File: config.mk
export PLATFORM = sky130hd
export DESIGN_NAME = mdm_motor_io
export DESIGN_NICKNAME = d
export VERILOG_FILES = /design/src/rtl/mdm_pkg.sv /design/src/rtl/mdm_motor_io.sv
export SDC_FILE = /design/constraint.sdc
export NUM_CORES = 2
export LEC_CHECK = 0
export ABC_AREA = 1
export BUFFER_PORTS_ARGS = -buffer_cell sky130_fd_sc_hd__buf_4
export CORE_MARGIN = 2
export CORE_UTILIZATION = 45
export CTS_CLUSTER_SIZE = 12
export DETAILED_ROUTE_END_ITERATION = 7
export GPL_TIMING_DRIVEN = 0
export MAX_ROUTING_LAYER = met4
export RECOVER_POWER = 50
export SETUP_SLACK_MARGIN = 0.15
export SYNTH_ARGS = -nofsm -noshare
export SYNTH_HDL_FRONTEND = slang
export SYNTH_SLANG_ARGS = --single-unit
File: constraint.sdc
create_clock -name clk -period 252.8 [get_ports clk]
set_clock_uncertainty 0.15 [all_clocks]
set_input_delay 50.56 -clock clk [delete_from_list [all_inputs] [get_ports clk]]
set_output_delay 50.56 -clock clk [all_outputs]
set_load 0.03 [all_outputs]
File: src/rtl/mdm_pkg.sv
package mdm_pkg;

    // ------------------------------------------------------------
    // apb register map (byte addresses)
    // ------------------------------------------------------------
    localparam int          ADDR_W      = 8;
    localparam logic [7:0]  A_CTRL      = 8'h00;
    localparam logic [7:0]  A_BAND      = 8'h04;
    localparam logic [7:0]  A_OLWARN    = 8'h08;
    localparam logic [7:0]  A_RATIO     = 8'h0C;
    localparam logic [7:0]  A_STATUS    = 8'h10;
    localparam logic [7:0]  A_MONITOR   = 8'h14;
    localparam logic [7:0]  A_CMD       = 8'h18;
    localparam logic [7:0]  A_HIST      = 8'h1C;
    localparam logic [7:0]  A_VIEW      = 8'h20;
    localparam logic [7:0]  A_ENTRY0    = 8'h30;

    // ------------------------------------------------------------
    // field layout and reset values
    // ------------------------------------------------------------
    localparam int          MAP_W       = 3;
    localparam int          MAP_STEP    = 4;
    localparam int          IN_MAP_LSB  = 0;
    localparam int          OUT_MAP_LSB = 12;
    localparam int          HOLD_EN_BIT = 20;
    localparam logic [31:0] CTRL_RST    = 32'h0001_2321;
    localparam logic [8:0]  BAND_RST    = 9'h0C8;
    localparam logic [8:0]  BAND_MAX    = 9'h190;
    localparam logic [7:0]  OLWARN_RST  = 8'h78;
    localparam logic [15:0] RATIO_UNITY = 16'h0064;
    localparam int          RATIO_INC_BIT = 16;
    localparam int          SPD_W       = 12;
    localparam int          TIME_W      = 8;
    localparam int          ACC_LSB     = 12;
    localparam int          DEC_LSB     = 20;
    localparam logic [27:0] ENTRY_RST   = 28'h0505_032;
    localparam int          CMD_ALM_RST = 0;
    localparam int          CMD_ALM_CLR = 1;
    localparam int          CMD_WNG_CLR = 2;

    // ------------------------------------------------------------
    // input and output function codes
    // ------------------------------------------------------------
    localparam int          NF_IN       = 8;
    localparam int          F_FWD       = 1;
    localparam int          F_REV       = 2;
    localparam int          F_SEL_LO    = 3;
    localparam int          F_SEL_HI    = 4;
    localparam int          F_CLR       = 5;
    localparam int          F_EXT       = 6;
    localparam int          F_HREL      = 7;
    localparam int          NF_OUT      = 8;
    localparam int          O_FAULT     = 1;
    localparam int          O_TACH      = 2;
    localparam int          O_OVL       = 3;
    localparam int          O_RUN       = 4;
    localparam int          O_REACH     = 5;
    localparam int          O_WARN      = 6;

    // ------------------------------------------------------------
    // alarm / warning codes and display limits
    // ------------------------------------------------------------
    localparam logic [7:0]  ALM_NONE    = 8'h00;
    localparam logic [7:0]  ALM_OVL     = 8'h30;
    localparam logic [7:0]  ALM_EXT     = 8'h6E;
    localparam logic [7:0]  WNG_OVL     = 8'h30;
    localparam logic [7:0]  LOAD_MIN    = 8'h28;
    localparam logic [7:0]  LOAD_MAX    = 8'hC8;

    // ------------------------------------------------------------
    // timing
    // ------------------------------------------------------------
    localparam int          CLK_PERIOD_NS = 100;
    localparam int          TACH_PULSE_NS = 200000;
    localparam int          TACH_CYC    = (TACH_PULSE_NS + CLK_PERIOD_NS - 1) / CLK_PERIOD_NS;
    localparam int          TACH_CNT_W  = 12;

    typedef enum logic [5:0] {
        VIEW_SPEED = 6'b000001,
        VIEW_LOAD  = 6'b000010,
        VIEW_DATA  = 6'b000100,
        VIEW_ALARM = 6'b001000,
        VIEW_WARN  = 6'b010000,
        VIEW_IO    = 6'b100000
    } mdm_view_e;

endpackage

File: src/rtl/mdm_motor_io.sv
// Contract
// (RULE_01) exactly one of forward or reverse active runs motor that way
// (RULE_02) forward and reverse both active stops motor instantly, no ramp
// (RULE_03) two data-select inputs pick entry; both inactive selects entry 0
// (RULE_04) select low is bit 0, select high is bit 1, entries 0 to 3
// (RULE_05) four entries, each speed, acceleration and deceleration time
// (RULE_06) fault-clear input clears the active alarm after a trip
// (RULE_07) external fault is normally closed; open trips alarm, instant stop, code
// (RULE_08) hold-release input cancels standstill holding torque
// (RULE_09) three input terminals mapped to functions; defaults fwd, rev, select low
// (RULE_10) a function mapped to several terminals is the OR of them
// (RULE_11) two output terminals mapped; defaults tachometer and fault
// (RULE_12) fault output on in normal operation, off while alarm active
// (RULE_13) tachometer gives 30 pulses per revolution, each 0.2 ms wide
// (RULE_14) overload output, normally closed, opens above warning level or overload alarm
// (RULE_15) running output on while motor operates
// (RULE_16) speed-reached output on when speed within band of command
// (RULE_17) attainment band settable 0 to 400 r/min, default 200
// (RULE_18) warning output follows warning condition, motor keeps running
// (RULE_19) speed monitor scaled by reduction or increasing ratio
// (RULE_20) load view 40 to 200 percent in 1 percent steps, low-load flag below
// (RULE_21) holding indicator replaces load value while position-keeping enabled
// (RULE_22) a view shows the selected entry number
// (RULE_23) alarm view shows code, alarm reset and history clear
// (RULE_24) warning view shows code, warning history inspect and clear
// (RULE_25) io view lights one segment per active input and output
// (RULE_26) speed view after power-up, settable initial view
// (RULE_27) controller keeps forward and reverse exclusive except to stop
//
// Chosen here: the APB slave port and the register offsets.
`timescale 1ns/10ps
`default_nettype none

module mdm_motor_io
    import mdm_pkg::*;
#(
    parameter mdm_view_e INIT_VIEW = VIEW_SPEED
)(
    input  wire logic                clk,
    input  wire logic                resetn,
    input  wire logic [ADDR_W-1:0]   paddr,
    input  wire logic                psel,
    input  wire logic                penable,
    input  wire logic                pwrite,
    input  wire logic [31:0]         pwdata,
    output logic      [31:0]         prdata,
    output logic                     pready,
    output logic                     pslverr,
    input  wire logic                input_terminal_0,
    input  wire logic                input_terminal_1,
    input  wire logic                input_terminal_2,
    output logic                     output_terminal_0,
    output logic                     output_terminal_1,
    input  wire logic                tach_edge_in,
    input  wire logic [SPD_W-1:0]    speed_rpm_in,
    input  wire logic [7:0]          load_pct_in,
    input  wire logic                overload_alarm_in,
    output logic                     drive_fwd,
    output logic                     drive_rev,
    output logic                     drive_instant_stop,
    output logic                     drive_hold,
    output logic      [SPD_W-1:0]    drive_speed,
    output logic      [TIME_W-1:0]   drive_acc,
    output logic      [TIME_W-1:0]   drive_dec,
    output logic      [5:0]          disp_view,
    output logic      [15:0]         disp_value,
    output logic                     disp_low_load,
    output logic                     disp_hold,
    output logic                     disp_alarm_blink
);

    if (TACH_CYC >= (1 << TACH_CNT_W) || TACH_CYC < 1) begin : g_chk
        $error("tachometer pulse count does not fit its counter");
    end

    // ------------------------------------------------------------
    // terminal synchronisers
    // ------------------------------------------------------------
    logic [2:0] term_s1_q;
    logic [2:0] term_s2_q;

    always_ff @(posedge clk) begin
        if (!resetn) begin
            term_s1_q <= 3'h0;
            term_s2_q <= 3'h0;
        end else begin
            term_s1_q <= {input_terminal_2, input_terminal_1, input_terminal_0};
            term_s2_q <= term_s1_q;
        end
    end

    // ------------------------------------------------------------
    // registers
    // ------------------------------------------------------------
    logic [31:0]        ctrl_q;
    logic [8:0]         band_q;
    logic [7:0]         olw_q;
    logic [16:0]        ratio_q;
    mdm_view_e          view_q;
    logic [27:0]        entry_q [4];
    logic [7:0]         alarm_q;
    logic [7:0]         alm_hist_q;
    logic [7:0]         wng_hist_q;
    logic               clr_prev_q;
    logic [TACH_CNT_W-1:0] tach_cnt_q;
    logic [1:0]         out_term_q;

    wire acc_en   = psel && penable && pready;
    wire wr_en    = acc_en && pwrite;
    wire wr_ctrl  = wr_en && paddr == A_CTRL;
    wire wr_band  = wr_en && paddr == A_BAND;
    wire wr_olw   = wr_en && paddr == A_OLWARN;
    wire wr_ratio = wr_en && paddr == A_RATIO;
    wire wr_cmd   = wr_en && paddr == A_CMD;
    wire wr_view  = wr_en && paddr == A_VIEW;

    // ------------------------------------------------------------
    // input function decode
    // ------------------------------------------------------------
    logic [NF_IN-1:0] func;
    logic [NF_IN-1:0] func_mapped;

    for (genvar f = 0; f < NF_IN; f++) begin : g_func
        logic [2:0] hit;
        for (genvar t = 0; t < 3; t++) begin : g_term
            assign hit[t] = ctrl_q[IN_MAP_LSB + MAP_STEP*t +: MAP_W] == MAP_W'(f);
        end
        assign func[f]        = |(hit & term_s2_q);  // see (RULE_09) (RULE_10)
        assign func_mapped[f] = |hit;
    end

    wire        run_fwd  = func[F_FWD];
    wire        run_rev  = func[F_REV];
    wire [1:0]  sel      = {func[F_SEL_HI], func[F_SEL_LO]};  // see (RULE_03) (RULE_04)
    wire [27:0] entry    = entry_q[sel];  // see (RULE_05)
    wire        hold_en  = ctrl_q[HOLD_EN_BIT];
    wire        clr_rise = func[F_CLR] && !clr_prev_q;

    // ------------------------------------------------------------
    // alarm and warning
    // ------------------------------------------------------------
    // an unmapped external-fault function cannot trip the drive
    wire ext_trip = func_mapped[F_EXT] && !func[F_EXT];  // see (RULE_07)
    wire [7:0] trip_code = ext_trip ? ALM_EXT :
                           overload_alarm_in ? ALM_OVL : ALM_NONE;
    wire alm_clr  = clr_rise || (wr_cmd && pwdata[CMD_ALM_RST]);  // see (RULE_06) (RULE_23)
    wire alm_act  = alarm_q != ALM_NONE;
    wire ovl_warn = load_pct_in > olw_q;
    wire [7:0] warn_code = ovl_warn ? WNG_OVL : ALM_NONE;  // see (RULE_18)

    // a trip still present wins over a clear, so the alarm stays set and keeps its code
    wire [7:0] alarm_d = (trip_code != ALM_NONE) ? (alm_act ? alarm_q : trip_code) :
                         alm_clr ? ALM_NONE : alarm_q;
    wire [7:0] alm_hist_d = (trip_code != ALM_NONE) ? trip_code :
                            (wr_cmd && pwdata[CMD_ALM_CLR]) ? ALM_NONE : alm_hist_q;
    wire [7:0] wng_hist_d = ovl_warn ? warn_code :
                            (wr_cmd && pwdata[CMD_WNG_CLR]) ? ALM_NONE : wng_hist_q;  // see (RULE_24)

    // ------------------------------------------------------------
    // output functions
    // ------------------------------------------------------------
    wire [SPD_W-1:0] cmd_spd = entry[SPD_W-1:0];
    wire [SPD_W-1:0] spd_err = speed_rpm_in >= cmd_spd ? speed_rpm_in - cmd_spd
                                                       : cmd_spd - speed_rpm_in;
    wire running = speed_rpm_in != '0;
    wire [NF_OUT-1:0] ofunc;

    assign ofunc[0]       = 1'b0;
    assign ofunc[O_FAULT] = !alm_act;  // see (RULE_12)
    assign ofunc[O_TACH]  = tach_cnt_q != '0;
    assign ofunc[O_OVL]   = !(ovl_warn || alarm_q == ALM_OVL);  // see (RULE_14)
    assign ofunc[O_RUN]   = running;  // see (RULE_15)
    assign ofunc[O_REACH] = (drive_fwd || drive_rev) && {3'h0, spd_err} <= band_q;  // see (RULE_16)
    assign ofunc[O_WARN]  = ovl_warn;  // see (RULE_18)
    assign ofunc[NF_OUT-1] = 1'b0;

    for (genvar o = 0; o < 2; o++) begin : g_out
        always_ff @(posedge clk) begin
            if (!resetn) begin
                out_term_q[o] <= 1'b0;
            end else begin
                out_term_q[o] <= ofunc[ctrl_q[OUT_MAP_LSB + MAP_STEP*o +: MAP_W]];  // see (RULE_11)
            end
        end
    end

    assign output_terminal_0 = out_term_q[0];
    assign output_terminal_1 = out_term_q[1];

    // ------------------------------------------------------------
    // monitor values
    // ------------------------------------------------------------
    // ratio below unity is meaningless, treated as unity
    wire [31:0] ratio_eff = (ratio_q[15:0] < RATIO_UNITY) ? {16'h0, RATIO_UNITY}
                                                          : {16'h0, ratio_q[15:0]};
    wire [31:0] spd_ext   = {{(32-SPD_W){1'b0}}, speed_rpm_in};
    wire [31:0] spd_red   = (spd_ext * {16'h0, RATIO_UNITY}) / ratio_eff;
    wire [31:0] spd_inc   = (spd_ext * ratio_eff) / {16'h0, RATIO_UNITY};
    wire [31:0] spd_show  = ratio_q[RATIO_INC_BIT] ? spd_inc : spd_red;  // see (RULE_19)
    wire [7:0]  load_show = load_pct_in > LOAD_MAX ? LOAD_MAX : load_pct_in;  // see (RULE_20)
    wire [4:0]  io_bits   = {out_term_q, term_s2_q};  // see (RULE_25)

    logic [15:0] mon_val;
    always_comb begin
        mon_val = 16'h0000;
        unique case (view_q)
            VIEW_SPEED: mon_val = spd_show[15:0];
            VIEW_LOAD:  mon_val = {8'h0, load_show};
            VIEW_DATA:  mon_val = {14'h0, sel};  // see (RULE_22)
            VIEW_ALARM: mon_val = {8'h0, alarm_q};  // see (RULE_23)
            VIEW_WARN:  mon_val = {8'h0, warn_code};  // see (RULE_24)
            VIEW_IO:    mon_val = {11'h0, io_bits};
        endcase
    end

    wire view_ok = pwdata[5:0] inside {VIEW_SPEED, VIEW_LOAD, VIEW_DATA,
                                      VIEW_ALARM, VIEW_WARN, VIEW_IO};

    // ------------------------------------------------------------
    // apb read decode
    // ------------------------------------------------------------
    wire ent_hit = paddr[7:4] == A_ENTRY0[7:4];
    wire [31:0] status_w = {3'h0, io_bits, 6'h0, sel, warn_code, alarm_q};
    wire [31:0] hist_w   = {16'h0, wng_hist_q, alm_hist_q};
    wire rd_hit = paddr inside {A_CTRL, A_BAND, A_OLWARN, A_RATIO, A_STATUS,
                                A_MONITOR, A_CMD, A_HIST, A_VIEW} || ent_hit;
    wire [31:0] rd_data =
        paddr == A_CTRL    ? ctrl_q :
        paddr == A_BAND    ? {23'h0, band_q} :
        paddr == A_OLWARN  ? {24'h0, olw_q} :
        paddr == A_RATIO   ? {15'h0, ratio_q} :
        paddr == A_STATUS  ? status_w :
        paddr == A_MONITOR ? {disp_low_load, disp_hold, 8'h0, disp_view, disp_value} :
        paddr == A_HIST    ? hist_w :
        paddr == A_VIEW    ? {26'h0, view_q} :
        ent_hit            ? {4'h0, entry_q[paddr[3:2]]} : 32'h0;

    always_ff @(posedge clk) begin
        if (!resetn) begin
            pready  <= 1'b0;
            pslverr <= 1'b0;
            prdata  <= 32'h0;
        end else begin
            // no wait state: answer registered in the setup cycle, ready in the first access cycle
            pready  <= psel && !penable;
            pslverr <= psel && !penable && !rd_hit;
            prdata  <= (psel && !penable && !pwrite) ? rd_data : 32'h0;
        end
    end

    // ------------------------------------------------------------
    // configuration registers
    // ------------------------------------------------------------
    always_ff @(posedge clk) begin
        if (!resetn) begin
            ctrl_q  <= CTRL_RST;
            band_q  <= BAND_RST;
            olw_q   <= OLWARN_RST;
            ratio_q <= {1'b0, RATIO_UNITY};
            view_q  <= INIT_VIEW;  // see (RULE_26)
        end else begin
            if (wr_ctrl) ctrl_q <= pwdata;
            if (wr_band) band_q <= pwdata[8:0] > BAND_MAX ? BAND_MAX : pwdata[8:0];  // see (RULE_17)
            if (wr_olw) olw_q <= pwdata[7:0];
            if (wr_ratio) ratio_q <= pwdata[16:0];
            if (wr_view && view_ok) view_q <= mdm_view_e'(pwdata[5:0]);
        end
    end

    for (genvar e = 0; e < 4; e++) begin : g_entry
        wire wr_ent = wr_en && ent_hit && paddr[3:2] == 2'(e);
        always_ff @(posedge clk) begin
            if (!resetn) begin
                entry_q[e] <= ENTRY_RST;
            end else if (wr_ent) begin
                entry_q[e] <= pwdata[27:0];
            end
        end
    end

    // ------------------------------------------------------------
    // alarm state and tachometer
    // ------------------------------------------------------------
    always_ff @(posedge clk) begin
        if (!resetn) begin
            alarm_q    <= ALM_NONE;
            alm_hist_q <= ALM_NONE;
            wng_hist_q <= ALM_NONE;
            clr_prev_q <= 1'b0;
            tach_cnt_q <= '0;
        end else begin
            alarm_q    <= alarm_d;
            alm_hist_q <= alm_hist_d;
            wng_hist_q <= wng_hist_d;
            clr_prev_q <= func[F_CLR];
            // each of the 30 per-rev shaft edges restarts a fixed-width pulse
            if (tach_edge_in) begin
                tach_cnt_q <= TACH_CNT_W'(TACH_CYC);  // see (RULE_13)
            end else if (tach_cnt_q != '0) begin
                tach_cnt_q <= tach_cnt_q - 1'b1;
            end
        end
    end

    // ------------------------------------------------------------
    // drive commands and display
    // ------------------------------------------------------------
    always_ff @(posedge clk) begin
        if (!resetn) begin
            drive_fwd          <= 1'b0;
            drive_rev          <= 1'b0;
            drive_instant_stop <= 1'b0;
            drive_hold         <= 1'b0;
            drive_speed        <= '0;
            drive_acc          <= '0;
            drive_dec          <= '0;
        end else begin
            drive_fwd          <= run_fwd && !run_rev && alarm_d == ALM_NONE;  // see (RULE_01)
            drive_rev          <= run_rev && !run_fwd && alarm_d == ALM_NONE;  // see (RULE_01)
            drive_instant_stop <= (run_fwd && run_rev) || alarm_d != ALM_NONE;  // see (RULE_02) (RULE_07)
            drive_hold         <= hold_en && !func[F_HREL];  // see (RULE_08)
            drive_speed        <= cmd_spd;
            drive_acc          <= entry[ACC_LSB +: TIME_W];
            drive_dec          <= entry[DEC_LSB +: TIME_W];
        end
    end

    always_ff @(posedge clk) begin
        if (!resetn) begin
            disp_view        <= 6'h00;
            disp_value       <= 16'h0000;
            disp_low_load    <= 1'b0;
            disp_hold        <= 1'b0;
            disp_alarm_blink <= 1'b0;
        end else begin
            disp_view        <= view_q;
            disp_value       <= mon_val;
            disp_low_load    <= view_q == VIEW_LOAD && !hold_en && load_pct_in < LOAD_MIN;  // see (RULE_20)
            disp_hold        <= view_q == VIEW_LOAD && hold_en;  // see (RULE_21)
            disp_alarm_blink <= alm_act;
        end
    end

endmodule // mdm_motor_io

`default_nettype wire

== Word-level counts from Yosys, hierarchy flattened ==
Memories as Yosys holds them, arrays and structs flattened.
Cells that the tools add are included.
Storage, ports and cells
  memories kept: 1
  flip-flop bits (word level): 208
  output and inout port bits: 93
  bits in writable memories: 112
  word-level logic and storage cells: 225
  input bits: 70
Operators by class
  order comparisons: 9
  equal/unequal tests: 46
  reduce and logical (&&, ||, !) cells: 72
  add/sub/neg operators: 3
  bitwise logic cells: 12
  divide/modulo/power cells: 2
  multiplexer cells: 48
  multipliers: 2
Memory list
  entry_q: depth 4, width 28, read ports 2, clocked after Yosys merged registers in 0, wr ports 4, line mdm_motor_io.sv:100  | logic [27:0] entry_q [4];
Operators by type and width (count)
  two-way mux 28 bit: 7
  two-way mux 32 bit: 6
  case mux 16 bit (6 select lines): 1
  two-way mux 8 bit: 8
  == test 3 bit (second input constant): 12
  logical AND 1 bit: 33
  divider 32 x 32 -> 32 bit: 1
  divider 32 x 7 -> 32 bit (second input constant): 1
  == test 8 x 5 -> 1 bit (second input constant): 4
  two-way mux 16 bit: 2
  multiplier 12 x 16 -> 28 bit: 1
  nonzero test 12 bit: 2
  nonzero test 8 bit: 3
  OR reduction 3 bit: 8
  subtractor 12 bit: 2
  two-way mux 11 bit: 2
  AND 3 bit: 7
  == test 3 x 2 -> 1 bit (second input constant): 6
  multiplier 12 x 5 -> 17 bit (second input constant): 1
  == test 8 x 4 -> 1 bit (second input constant): 2
  == test 8 x 6 -> 1 bit (second input constant): 2
  logical NOT 8 bit: 2
  < comparator 16 x 7 -> 1 bit (second input constant): 1
  two-way mux 1 bit: 15
  other kinds (34): 65

== Logic depth before layout (Yosys ltp) ==
  depth after elaboration: 10
  mapped depth: 508
  depth with buffers taken out: 461

== Least setup slack after synthesis ==
OpenSTA, ideal clock, no wires.
  kind: input to register
  start: input port speed_rpm_in[1]
  end: register disp_value[0]
  setup time: 130 ps
  path slack: 138674 ps
  cell stages on the path: 470
  required time: 252520 ps
  path buffers: 54
  arrival time: 113846 ps
  cell sequence: clkbuf_1 clkbuf_1 inv_1 ha_1 ha_1 ha_1 inv_1 fa_1 buf_6 inv_4 nor2_2 nand2_1 nor2_2 nand3_4 clkinv_1 nand3_1 nor2_1 inv_1 (+434 left out) buf_6 buf_6 nand2_1 o21ai_1 inv_1 ha_1 a21oi_1 nor2_1 a211oi_1 o21ai_0 a31oi_1 nand3_1 nor2_1 nand2_1 nor2_1 nand3_1 nand2_1 a21oi_1
On the way
  word-level cells in the longest chain between the ends: 4
  elaborated cells between the ends (all ways): 6
  classes of those cells: 2 x mul; 2 x div; 2 x mux
RTL lines
  from (decl): line mdm_motor_io.sv:55  | input wire logic [SPD_W-1:0] speed_rpm_in,
  multiplier 12 x 16 -> 28 bit or multiplier 12 x 5 -> 17 bit (tied branches): line mdm_motor_io.sv:198, mdm_motor_io.sv:197
  divider 32 x 7 -> 32 bit or divider 32 x 32 -> 32 bit (tied branches): line mdm_motor_io.sv:198, mdm_motor_io.sv:197
  two-way mux 16 bit *: line mdm_motor_io.sv:199  | wire [31:0] spd_show = ratio_q[RATIO_INC_BIT] ? spd_inc : spd_red;
  case mux 16 bit (6 select lines) *: line mdm_motor_io.sv:206  | unique case (view_q)
  to (signal assigned): line mdm_motor_io.sv:337  | disp_value <= mon_val;
  to (decl): line mdm_motor_io.sv:66  | output logic [15:0] disp_value,
Mark *: on every way between the ends. The rest lies on a longest branch, timed or not.
A chain may end at the register's enable or synchronous reset.

== Worst setup path in the final report ==
Ends and elaborated chain as after synthesis.

==> flow_summary.ini <==
[yosys]
netlist-cell-type-count = 96
synth_edf_count = 112
synth_cells = 8601
seq_area_frac_synth = 0.1316
synthArstFlopShare = 0
synth-seq-cells = 308
syn_area_um2 = 55370
ys_warn_count = 0
synthFlopType = dfxtp_1
syn_avg_cell_area_um2 = 6.438

[setup_path]
r2r_cells = 467
max_stage_delay_ps = 680
cp_max_fo = 10
cpMaxStageDelayCell = clkbuf_1
critPathKind = input pin to register
r2r_end = disp_value[0]$_SDFF_PN0_
r2r_slack_ps = 167980
crit_path_end_kind = register
path_common_cell = nand2_1
critPathLaunchType = input pin
reg2reg_from = ratio_q[13]$_SDFFE_PN0P_
cp-startpoint = speed_rpm_in[1]
cp.required_ps = 253010
arrival_ps = 133950

[global_route]
grt_pass1_wl_um = 306600
grt_max_degree = 35
antenna_found_initial = 4
grt_pass1_vias = 54130
track_usage = 0.3145
grt.overflow.total = 0

[timing]
hold_violations = 0
finalSetupViolCount = 0
min_period_ps = 133730
clock.fmax_mhz = 7.478
rsz0062_at_grt = no
tightest_slew_ps = 1357
worst_slack_ps = 119070
slew_violations = 0
slew_headroom = 0.09214
fin_crit_sh = 0.5290
setup_tns_ps = 0

[clocking]
postCtsResizedCells = 0
postCtsHoldBufs = 0
root_buffer = clkbuf_16
post_cts_buffers = 0
insertion_delay_ps = 550
cts.sinks = 308
clk_pin_slew_ps = 60
ctsLongestPathBuffers = 3
cts_tree = yes
cts_buffers = 35
cts_htree_levels = 2

[detailed_routing]
drc = 0
drt_pass1_iterations = 8
dr_total_vias = 58210
initialDrtViolationCount = 4988
postRouteAntennaNets = 0
via_per_inst = 5.556
wl_per_cell_um = 18.96
routed_wl_um = 198700

[die]
pin_count = 163
dieWidth_um = 354.8
rows = 128
dieHeight_um = 354.8
core_area_um2 = 121900
die-area_um2 = 125900
start_util = 0.4543

[placed_design]
dp_hpwl_um = 163400
pre_cts_ws_ps = 119800
gp_congestion = 1.004
place_inst = 10410
placement.io_buffers = 162

[layout]
utilization = 0.4901
fillers = 12910
drive_above_1_share = 0.09108
nets = 9571
fin_cells = 10480
syn_to_final_growth_pct = 7.868

[hold_path]
hold_depth = 2
hp-class = register to register
hold_end = term_s2_q[1]$_SDFF_PN0_
worstHoldStart = term_s1_q[1]$_SDFF_PN0_

[run_status]
status = completed

[job]
maxCapViolCount = 0
-- worst max-delay path, delay by kind of cell --
kind | cells | cell delay [ps]
fa+ha+maj | 29 | 10470
simple gates | 176 | 21250
xor+xnor | 1 | 130
compound gates | 156 | 31290
buf+inv | 108 | 19920
-- area by class of cell --
type / count / area (um^2) / area share
Antenna cell: 4 / 10.01 / 0.0001676
Buffer: 206 / 1374 / 0.02300
Clock buffer: 51 / 997.2 / 0.01670
Clock inverter: 12 / 127.6 / 0.002137
Inverter: 1329 / 5034 / 0.08427
Multi-Input combinational cell: 6767 / 41740 / 0.6988
Sequential cell: 308 / 7287 / 0.1220
Tap cell: 1625 / 2033 / 0.03404
Timing Repair Buffer: 176 / 1127 / 0.01887
-- cells in the mapped netlist, drive strengths merged (21+ instances only) --
| library cell | count | area share |
|---|---|---|
| nand3b | 32 | 0.0044 |
| a21oi | 674 | 0.062 |
| nand3 | 536 | 0.060 |
| or2 | 31 | 0.0035 |
| a31oi | 36 | 0.0041 |
| edfxtp | 112 | 0.061 |
| nor2 | 844 | 0.067 |
| fa | 150 | 0.054 |
| o21a | 26 | 0.0035 |
| buf | 81 | 0.015 |
| clkinv | 23 | 0.0017 |
| xnor2 | 202 | 0.032 |
| nor4 | 29 | 0.0033 |
| o211ai | 49 | 0.0066 |
| xor2 | 266 | 0.043 |
| clkbuf | 123 | 0.0096 |
| o21bai | 67 | 0.0092 |
| nand2 | 2193 | 0.16 |
| nor3 | 87 | 0.0088 |
| dfxtp | 196 | 0.071 |
| a211oi | 21 | 0.0028 |
| inv | 1306 | 0.089 |
| ha | 528 | 0.12 |
| o21ai | 626 | 0.057 |
| nand4 | 173 | 0.020 |
-- logic make-up (layout without fill, tap and decap cells) --
family                   after synthesis  in the layout  share of synthesized area
AO/OA/AOI/OAI                       1663           1663                     0.1695
XOR/XNOR                             468            468                    0.07484
adder cells (fa/ha/maj)              678            678                     0.1735
buffers and inverters               1535           1774                     0.1161
flip-flops                           308            308                     0.1316
multiplexers                           6              6                   0.001130
other                                  1             14                 0.00006772
AND/OR/NAND/NOR                     3942           3942                     0.3333
-- routing by layer --
layer,GRT usage,routed length [um],part of all wire,up-vias
li1,-,-,-,28740
met2,0.5042,88730,0.45,1937
met1,0.4283,91400,0.46,27280
met5,-,0,0,-
met4,0.07220,5227,0.026,0
met3,0.02836,13320,0.067,255
-- how the worst max path moves through the flow --
| stage | slack, ps | cells past startpoint | end |
|---|---|---|---|
| floorplan | 138670 | 470 | disp_value[0]$_SDFF_PN0_ |
| global placement | 120010 | 471 | disp_value[0]$_SDFF_PN0_ |
| detailed placement | 119800 | 471 | disp_value[0]$_SDFF_PN0_ |
| CTS | 119990 | 472 | disp_value[0]$_SDFF_PN0_ |
| global route | 111080 | 473 | disp_value[0]$_SDFF_PN0_ |
| finish | 119070 | 470 | disp_value[0]$_SDFF_PN0_ |
-- state kept, by name, summed over array words and instances, names as in the netlist, 3 cells and up --
signal and count:
entry_q 112, ctrl_q 32, prdata 32, ratio_q 17, disp_value 16, drive_speed 12, tach_cnt_q 12, band_q 9
alarm_q 8, drive_acc 8, drive_dec 8, olw_q 8, disp_view 6, view_q 6, alm_hist_q 3, term_s1_q 3
term_s2_q 3
-- placed cells by master (no fill, tap or decap), drive strengths merged, types with 13 or more instances in the layout --
cell and count:
nand2 2193, inv 1308, nor2 844, a21oi 674, o21ai 626, nand3 536
ha 528, clkbuf 276, xor2 266, xnor2 202, dfxtp 196, nand4 173
buf 156, fa 150, edfxtp 112, nor3 87, o21bai 67, o211ai 49
a31oi 36, nand3b 32, or2 31, clkinv 30, nor4 29, o21a 26
a211oi 21, a21o 18, a221oi 17, o31ai 16, o22ai 14, o2bb2ai 14
o2111ai 13
-- through the flow --
stage	hold WS [ps]	area, um^2
final	273.2	59730
after global routing	296.0	59720
after CTS	271.1	60110
after detailed placement	251.9	58980
after global placement	247.8	58660
after floorplan	240.5	55410
Power is left out: the tool's default activity adds up to more than one toggle a clock period on the data nets, which glitch-free logic cannot reach.
